`src/rtl/tenbase_ops_pkg.sv`:
```
// Package with register map, field positions and timing constants for the 10 Mb/s operations block
package tenbase_ops_pkg;

    // =========================================================================
    // Register map (printed offsets are register indices)
    // =========================================================================
    localparam logic [4:0] IDX_TEN_MEG_OPS = 5'h12;
    localparam logic [4:0] IDX_EXT_STATUS_MIRROR = 5'h11;
    localparam logic [4:0] IDX_IRQ_STATUS = 5'h1A;
    localparam logic [4:0] IDX_IRQ_ENABLE = 5'h1B;
    localparam logic [4:0] IDX_IRQ_CLEAR = 5'h1C;

    // =========================================================================
    // Operations register fields
    // =========================================================================
    localparam int OPS_REMOTE_JABBER = 15;
    localparam int OPS_POL_REVERSED = 14;
    localparam int OPS_RSVD_HI = 13;
    localparam int OPS_RSVD_LO = 6;
    localparam int OPS_JABBER_INH = 5;
    localparam int OPS_RSVD_ONE = 4;
    localparam int OPS_AUTOPOL_INH = 3;
    localparam int OPS_SQE_INH = 2;
    localparam int OPS_LINKLOSS_INH = 1;
    localparam int OPS_SQUELCH_INH = 0;
    localparam logic [15:0] OPS_RESET = 16'h0010;
    localparam logic [15:0] OPS_WR_MASK = 16'h3FFF;

    // Mirror register fields
    localparam int MIR_JABBER = 2;
    localparam int MIR_REMOTE_FAULT = 1;
    localparam int MIR_LINK = 0;

    // Interrupt bits
    localparam int IRQ_REMOTE_JABBER = 0;
    localparam int IRQ_POL_REVERSED = 1;
    localparam int IRQ_W = 2;

    // =========================================================================
    // Timing
    // =========================================================================
    localparam int CLK_PERIOD_NS = 10;
    localparam int SQE_DELAY_NS = 1000;
    localparam int SQE_WIDTH_NS = 1000;
    localparam int SQE_DELAY_CYC = (SQE_DELAY_NS + CLK_PERIOD_NS - 1) / CLK_PERIOD_NS;
    localparam int SQE_WIDTH_CYC = SQE_WIDTH_NS / CLK_PERIOD_NS;
    localparam logic [7:0] SQE_DELAY_CNT = 8'(SQE_DELAY_CYC);
    localparam logic [7:0] SQE_WIDTH_CNT = 8'(SQE_WIDTH_CYC);

    // =========================================================================
    // Types
    // =========================================================================
    typedef enum logic [2:0] {
        SQE_IDLE = 3'b001,
        SQE_WAIT = 3'b010,
        SQE_PULSE = 3'b100
    } sqe_state_t;

    typedef struct packed {
        logic jabber_inh;
        logic autopol_inh;
        logic sqe_inh;
        logic linkloss_inh;
        logic squelch_inh;
    } ops_ctrl_t;

    typedef struct packed {
        logic jabber;
        logic remote_fault;
        logic link;
    } basic_status_t;

endpackage

```
`src/rtl/tenbase_t_operations_register.sv`:
```
// 10 Mb/s twisted-pair operations register, mirror status and SQE test logic
`timescale 1ns/10ps
`default_nettype none
// What this block does
// Register read or port reset clears remote jabber
// Receive jabber sets flag, informational only
// Polarity reversal flag latches high, read-only
// Operation continues unaffected by polarity reversal
// Software writes defaults into reserved bits
// Jabber inhibit disables transmit jabber checking
// Auto-polarity inhibit suppresses polarity correction
// Auto-polarity inhibit also governs 100 Mb/s
// SQE inhibit suppresses SQE test generation
// Collision pulse after transmit enable falls
// Full duplex or repeater inhibits SQE
// SQE inhibit bit unchanged by auto-inhibit
// Link-loss inhibit forces link passed
// Squelch inhibit demands data then idle
// Mirror jabber equals basic jabber bit
// Mirror remote fault equals basic bit
// Mirror link equals basic link bit
// Latched bits hold; set beats clear
module tenbase_t_operations_register (
    input wire logic clk_i,
    input wire logic srst_i,
    input wire logic [4:0] addr_i,
    input wire logic [15:0] wdata_i,
    input wire logic wr_i,
    input wire logic rd_i,
    output logic [15:0] rdata_o,
    input wire logic rx_jabber_i,
    input wire logic rx_pol_reversed_i,
    input wire logic tx_en_i,
    input wire logic full_duplex_i,
    input wire logic repeater_mode_i,
    input wire tenbase_ops_pkg::basic_status_t basic_status_i,
    output tenbase_ops_pkg::ops_ctrl_t ctrl_o,
    output logic jabber_check_en_o,
    output logic pol_correct_en_o,
    output logic link_force_pass_o,
    output logic squelch_need_idle_o,
    output logic sqe_col_o,
    output logic irq_o
);

    // =========================================================================
    // Register state
    // =========================================================================
    logic [15:0] ops_q;
    logic remote_jabber_q;
    logic pol_rev_q;
    logic [tenbase_ops_pkg::IRQ_W-1:0] irq_stat_q;
    logic [tenbase_ops_pkg::IRQ_W-1:0] irq_en_q;
    logic [tenbase_ops_pkg::IRQ_W-1:0] irq_evt;
    logic [tenbase_ops_pkg::IRQ_W-1:0] irq_clr;
    logic ops_wr;
    logic ops_rd;
    logic sqe_allowed;
    logic tx_en_q;
    logic [15:0] rdata_d;
    tenbase_ops_pkg::sqe_state_t sqe_q;
    logic [7:0] sqe_cnt_q;

    assign ops_wr = wr_i && (addr_i == tenbase_ops_pkg::IDX_TEN_MEG_OPS);
    assign ops_rd = rd_i && (addr_i == tenbase_ops_pkg::IDX_TEN_MEG_OPS);

    // =========================================================================
    // Control bits
    // =========================================================================
    // Reserved bits are stored as written; software is expected to keep defaults
    always_ff @(posedge clk_i) begin
        if (srst_i) begin
            ops_q <= tenbase_ops_pkg::OPS_RESET;
        end else if (ops_wr) begin
            ops_q <= wdata_i & tenbase_ops_pkg::OPS_WR_MASK;
        end
    end

    // =========================================================================
    // Latching-high status
    // =========================================================================
    // New detection wins over the read that clears it, so no event is lost
    always_ff @(posedge clk_i) begin
        if (srst_i) begin
            remote_jabber_q <= 1'b0;
            pol_rev_q <= 1'b0;
        end else begin
            remote_jabber_q <= rx_jabber_i || (remote_jabber_q && !ops_rd);
            pol_rev_q <= rx_pol_reversed_i || (pol_rev_q && !ops_rd);
        end
    end

    // =========================================================================
    // Control outputs to the datapath
    // =========================================================================
    // Polarity reversal gates none of these outputs; correction follows only the inhibit bit
    always_ff @(posedge clk_i) begin
        if (srst_i) begin
            ctrl_o <= '0;
            jabber_check_en_o <= 1'b1;
            pol_correct_en_o <= 1'b1;
            link_force_pass_o <= 1'b0;
            squelch_need_idle_o <= 1'b0;
        end else begin
            ctrl_o.jabber_inh <= ops_q[tenbase_ops_pkg::OPS_JABBER_INH];
            ctrl_o.autopol_inh <= ops_q[tenbase_ops_pkg::OPS_AUTOPOL_INH];
            ctrl_o.sqe_inh <= ops_q[tenbase_ops_pkg::OPS_SQE_INH];
            ctrl_o.linkloss_inh <= ops_q[tenbase_ops_pkg::OPS_LINKLOSS_INH];
            ctrl_o.squelch_inh <= ops_q[tenbase_ops_pkg::OPS_SQUELCH_INH];
            jabber_check_en_o <= !ops_q[tenbase_ops_pkg::OPS_JABBER_INH];
            // Applies at both line rates
            pol_correct_en_o <= !ops_q[tenbase_ops_pkg::OPS_AUTOPOL_INH];
            link_force_pass_o <= ops_q[tenbase_ops_pkg::OPS_LINKLOSS_INH];
            squelch_need_idle_o <= ops_q[tenbase_ops_pkg::OPS_SQUELCH_INH];
        end
    end

    // =========================================================================
    // SQE test generator
    // =========================================================================
    // Auto-inhibit is applied here only, so the stored control bit keeps its value
    assign sqe_allowed = !ops_q[tenbase_ops_pkg::OPS_SQE_INH]
                         && !full_duplex_i && !repeater_mode_i;

    always_ff @(posedge clk_i) begin
        if (srst_i) begin
            tx_en_q <= 1'b0;
        end else begin
            tx_en_q <= tx_en_i;
        end
    end

    always_ff @(posedge clk_i) begin
        if (srst_i) begin
            sqe_q <= tenbase_ops_pkg::SQE_IDLE;
            sqe_cnt_q <= 8'h00;
            sqe_col_o <= 1'b0;
        end else begin
            case (sqe_q)
                tenbase_ops_pkg::SQE_IDLE: begin
                    sqe_col_o <= 1'b0;
                    if (tx_en_q && !tx_en_i && sqe_allowed) begin
                        sqe_q <= tenbase_ops_pkg::SQE_WAIT;
                        sqe_cnt_q <= tenbase_ops_pkg::SQE_DELAY_CNT;
                    end
                end
                tenbase_ops_pkg::SQE_WAIT: begin
                    if (tx_en_i || !sqe_allowed) begin
                        sqe_q <= tenbase_ops_pkg::SQE_IDLE;
                    end else if (sqe_cnt_q <= 8'h01) begin
                        sqe_q <= tenbase_ops_pkg::SQE_PULSE;
                        sqe_cnt_q <= tenbase_ops_pkg::SQE_WIDTH_CNT;
                        sqe_col_o <= 1'b1;
                    end else begin
                        sqe_cnt_q <= sqe_cnt_q - 8'h01;
                    end
                end
                tenbase_ops_pkg::SQE_PULSE: begin
                    if (sqe_cnt_q <= 8'h01) begin
                        sqe_q <= tenbase_ops_pkg::SQE_IDLE;
                        sqe_col_o <= 1'b0;
                    end else begin
                        sqe_cnt_q <= sqe_cnt_q - 8'h01;
                    end
                end
                default: begin
                    sqe_q <= tenbase_ops_pkg::SQE_IDLE;
                    sqe_col_o <= 1'b0;
                end
            endcase
        end
    end

    // =========================================================================
    // Interrupts
    // =========================================================================
    assign irq_evt[tenbase_ops_pkg::IRQ_REMOTE_JABBER] = rx_jabber_i;
    assign irq_evt[tenbase_ops_pkg::IRQ_POL_REVERSED] = rx_pol_reversed_i;
    assign irq_clr = (wr_i && addr_i == tenbase_ops_pkg::IDX_IRQ_CLEAR)
                     ? wdata_i[tenbase_ops_pkg::IRQ_W-1:0] : '0;

    always_ff @(posedge clk_i) begin
        if (srst_i) begin
            irq_stat_q <= '0;
            irq_en_q <= '0;
            irq_o <= 1'b0;
        end else begin
            irq_stat_q <= irq_evt | (irq_stat_q & ~irq_clr);
            if (wr_i && addr_i == tenbase_ops_pkg::IDX_IRQ_ENABLE) begin
                irq_en_q <= wdata_i[tenbase_ops_pkg::IRQ_W-1:0];
            end
            irq_o <= |(irq_stat_q & irq_en_q);
        end
    end

    // =========================================================================
    // Read path
    // =========================================================================
    always_comb begin
        rdata_d = 16'h0000;
        case (addr_i)
            tenbase_ops_pkg::IDX_TEN_MEG_OPS: begin
                rdata_d = ops_q;
                rdata_d[tenbase_ops_pkg::OPS_REMOTE_JABBER] = remote_jabber_q;
                rdata_d[tenbase_ops_pkg::OPS_POL_REVERSED] = pol_rev_q;
            end
            tenbase_ops_pkg::IDX_EXT_STATUS_MIRROR: begin
                rdata_d[tenbase_ops_pkg::MIR_JABBER] = basic_status_i.jabber;
                rdata_d[tenbase_ops_pkg::MIR_REMOTE_FAULT] = basic_status_i.remote_fault;
                rdata_d[tenbase_ops_pkg::MIR_LINK] = basic_status_i.link;
            end
            tenbase_ops_pkg::IDX_IRQ_STATUS: begin
                rdata_d[tenbase_ops_pkg::IRQ_W-1:0] = irq_stat_q;
            end
            tenbase_ops_pkg::IDX_IRQ_ENABLE: begin
                rdata_d[tenbase_ops_pkg::IRQ_W-1:0] = irq_en_q;
            end
            default: begin
                rdata_d = 16'h0000;
            end
        endcase
    end

    // Data only in the cycle after the strobe; zero otherwise
    always_ff @(posedge clk_i) begin
        if (srst_i) begin
            rdata_o <= 16'h0000;
        end else begin
            rdata_o <= rd_i ? rdata_d : 16'h0000;
        end
    end
endmodule
`default_nettype wire

```
`config.mk`:
```
export PLATFORM = sky130hd
export DESIGN_NAME = tenbase_t_operations_register
export DESIGN_NICKNAME = d
export VERILOG_FILES = /design/src/rtl/tenbase_ops_pkg.sv /design/src/rtl/tenbase_t_operations_register.sv
export SDC_FILE = /design/constraint.sdc
export NUM_CORES = 1
export LEC_CHECK = 0
export BUFFER_PORTS_ARGS = -buffer_cell sky130_fd_sc_hd__buf_4
export CORE_MARGIN = 1
export CORE_UTILIZATION = 45
export DETAILED_ROUTE_END_ITERATION = 10
export GPL_TIMING_DRIVEN = 0
export MAX_ROUTING_LAYER = met4
export PLACE_DENSITY = 0.74
export SETUP_SLACK_MARGIN = 0.1
export SYNTH_ARGS = -nofsm -noshare
export SYNTH_HDL_FRONTEND = slang
export SYNTH_SLANG_ARGS = --single-unit
```
`constraint.sdc`:
```
create_clock -name clk_i -period 3.6 [get_ports clk_i]
set_input_delay 0.36 -clock clk_i [delete_from_list [all_inputs] [get_ports clk_i]]
set_output_delay 0.36 -clock clk_i [all_outputs]
set_load 0.05 [all_outputs]
```
==> flow_summary.json <==
{
  "status": "finished, final reports clean",
  "hold_viol_final": 0,
  "period_needed_ns": 2.29,
  "clkPwrFrac": 0.456,
  "syn_area_um2": 2350,
  "dp_cells": 381,
  "clock_path_buffers": 2,
  "grt_pass1_vias": 1957,
  "cap_violations": 0,
  "start_util": 0.482,
  "hpwl_um": 4010,
  "fmax_mhz": 437,
  "ff2ff_setup_slack_ns": 1.31,
  "insertion_delay_ns": 0.33,
  "startpoint_type": "flop",
  "worstPathArrival_ns": 2.50,
  "area_growth_pct": 30.2,
  "tritoncts": "built",
  "synth-seq-cells": 57,
  "hold_path.startpoint": "basic_status_i[2]",
  "drv_slew": 0,
  "startpoint": "sqe_cnt_q[0]",
  "maxUsedRoutingLayer": "met4",
  "wl_met2_um": 2940,
  "die-area_um2": 5510,
  "clk_pin_slew_ns": 0.06,
  "port_buffers": 55,
  "dr_total_vias": 2135,
  "p_leak_nw": 1.30,
  "critical_path.cell_chain": "inv_1 > ha_1 > or2_2 > a41oi_2 > or3_1 > or4b_1",
  "io_pins": 60,
  "met1_length_um": 2320,
  "slowest_delay_ns": 0.45,
  "tightest_slew_ns": 0.543,
  "skew_ns": 0.0105,
  "ir_drop_mv": 0.261,
  "grt_max_degree": 11,
  "post_drt_wl_per_cell_um": 14.3,
  "worst_ep_required_time_ns": 3.81,
  "stdcell_count": 396,
  "synth-edff-count": 0,
  "drive_above_1_share": 0.246,
  "fin_hold_ws_ns": 0.240,
  "r2r-start": "sqe_cnt_q[0]",
  "critPathBufInv": 1,
  "post_cts_buffers": 0,
  "gr-total-overflow": 0,
  "antenna_found_initial": 0,
  "first_iter_violations": 96,
  "final-setup-viol-count": 0,
  "seqPwrFrac": 0.470,
  "drtPass1Iterations": 4,
  "rows": 25,
  "coreArea_um2": 4880,
  "crit_family": "simple AND/OR/NAND/NOR gates",
  "critPathMaxFanout": 8,
  "fin_crit_sh": 0.636,
  "drc": 0,
  "synthArstFlopShare": 0,
  "ys.flop_type": "dfxtp_1",
  "r2r.worst_path.cells": 6,
  "h-tree-depth": 3,
  "nFillCells": 470,
  "rr_endpoint": "sqe_cnt_q[5]",
  "crit_type": "reg2reg",
  "wl_um": 5640,
  "dieHeight_um": 74.3,
  "ant_nets": 0,
  "grt_util_all_layers": 0.231,
  "hold_class": "in2reg",
  "layout_common_cells": "buf_4, dfxtp_1, nor2_1, a21oi_1",
  "synth_cells": 259,
  "comb_power_share": 0.074,
  "synth.yosys.warnings": 0,
  "cts_buffers": 9,
  "syn_nets": 294,
  "worstSetupEndpointType": "flop",
  "utilization": 0.627,
  "nets": 360,
  "final.setup.tns_ns": 0,
  "powerDensity_nw_per_um2": 451,
  "dp_slack_ns": 1.37,
  "ys_seq_area_frac": 0.486,
  "synth.distinct_cells": 49,
  "place.gp.congestion": 0.832,
  "num_antenna_cells": 0,
  "cts_root_buffer": "clkbuf_8",
  "cp-endpoint": "sqe_cnt_q[5]",
  "cts_hold_buf": 0,
  "cts-resized-gates": 0,
  "sw_frac_of_total": 0.220,
  "routed_via_density": 5.39,
  "clock_sinks": 57,
  "fin_ws_ns": 1.31,
  "path_depth": 6,
  "grt_pass1_wl_um": 9090,
  "die_x_um": 74.3,
  "p_switching_w": 0.000304,
  "grt_setup_unrepaired": "false",
  "p_int_w": 0.00108,
  "slowest_stage": "dfxtp_1",
  "slew_headroom": 0.637,
  "met3_wirelength_um": 285,
  "syn_area_per_cell_um2": 9.07
}
cells in the mapped netlist, types with 2 or more instances:
library cell,n,share of area
a2111oi_2,2,0.013
a211oi_1,2,0.0064
a21oi_1,20,0.043
a221oi_1,2,0.0075
a31oi_1,2,0.0053
and3_1,11,0.029
and3b_1,2,0.0075
buf_4,2,0.0064
clkbuf_1,12,0.019
dfxtp_1,57,0.49
ha_1,2,0.011
inv_1,6,0.0096
mux2i_1,7,0.030
nand2_1,19,0.030
nand2b_1,7,0.019
nand3_1,19,0.040
nand3b_1,3,0.0096
nand4_1,4,0.011
nand4b_1,2,0.0075
nor2_1,22,0.035
nor2b_1,12,0.032
nor3_1,5,0.011
nor4_1,3,0.0080
o21ai_0,10,0.021
or3_1,2,0.0053
logic make-up after synthesis:
| family | after synthesis | share of synthesized area |
|---|---|---|
| XOR/XNOR | 1 | 0.00373 |
| flip-flops | 57 | 0.486 |
| buffers and inverters | 21 | 0.0367 |
| AO/OA/AOI/OAI | 51 | 0.151 |
| AND/OR/NAND/NOR | 120 | 0.283 |
| adder cells (fa/ha/maj) | 2 | 0.0106 |
| multiplexers | 7 | 0.0298 |
worst min path at each step:
stage	end	cells after the start
floorplan	jabber_check_en_o	1
global placement	ops_q[11]	2
detailed placement	ops_q[11]	2
CTS	rdata_o[2]	3
global route	remote_jabber_q	3
finish	rdata_o[2]	3
power groups by stage:
stage / logic, W / registers [W] / clock network, W
global placement: 0.0000995 / 0.000662 / 0
detailed placement: 0.000101 / 0.000663 / 0
global route: 0.000113 / 0.000650 / 0.000671
CTS: 0.000102 / 0.000649 / 0.000642
floorplan: 0.0000554 / 0.000662 / 0
finish: 0.000103 / 0.000649 / 0.000629
registers in the layout, summed over array words and instances (netlist names):
register             cells
irq_en_q                 2
ops_q                   14
rdata_o                 16
jabber_check_en_o        1
irq_stat_q               2
sqe_cnt_q                8
squelch_need_idle_o      1
ctrl_o                   3
remote_jabber_q          1
link_force_pass_o        1
tx_en_q                  1
pol_correct_en_o         1
pol_rev_q                1
irq_o                    1
sqe_col_o                1
sqe_q                    3
through the flow:
stage | area (um2) | total power, W
after floorplan | 2350 | 0.000718
after global placement | 2850 | 0.000762
after detailed placement | 2850 | 0.000764
after CTS | 3060 | 0.00139
after global routing | 3060 | 0.00143
final | 3060 | 0.00138
metal layers:
metal / track usage / up-vias
met5: - / -
met4: 0.130 / 0
met3: 0.0637 / 9
met2: 0.375 / 56
met1: 0.256 / 1018
li1: - / 1052
tightest hold or removal path, cell delays in order:
cell and delay (ns):
buf_4 0.08, nand3_1 0.05, nand2_1 0.06
area by class of cell:
| class | instances | area, um2 | area share |
|---|---|---|---|
| inverter | 6 | 22.5 | 0.00736 |
| clock buffer | 13 | 179 | 0.0585 |
| buffer | 15 | 63.8 | 0.0209 |
| clock inverter | 2 | 35.0 | 0.0114 |
| tap | 67 | 83.8 | 0.0274 |
| timing repair buffer | 55 | 413 | 0.135 |
| sequential | 57 | 1140 | 0.373 |
| multi-input combinational | 181 | 1120 | 0.367 |
No activity file was read; power rests on OpenSTA's default activity.
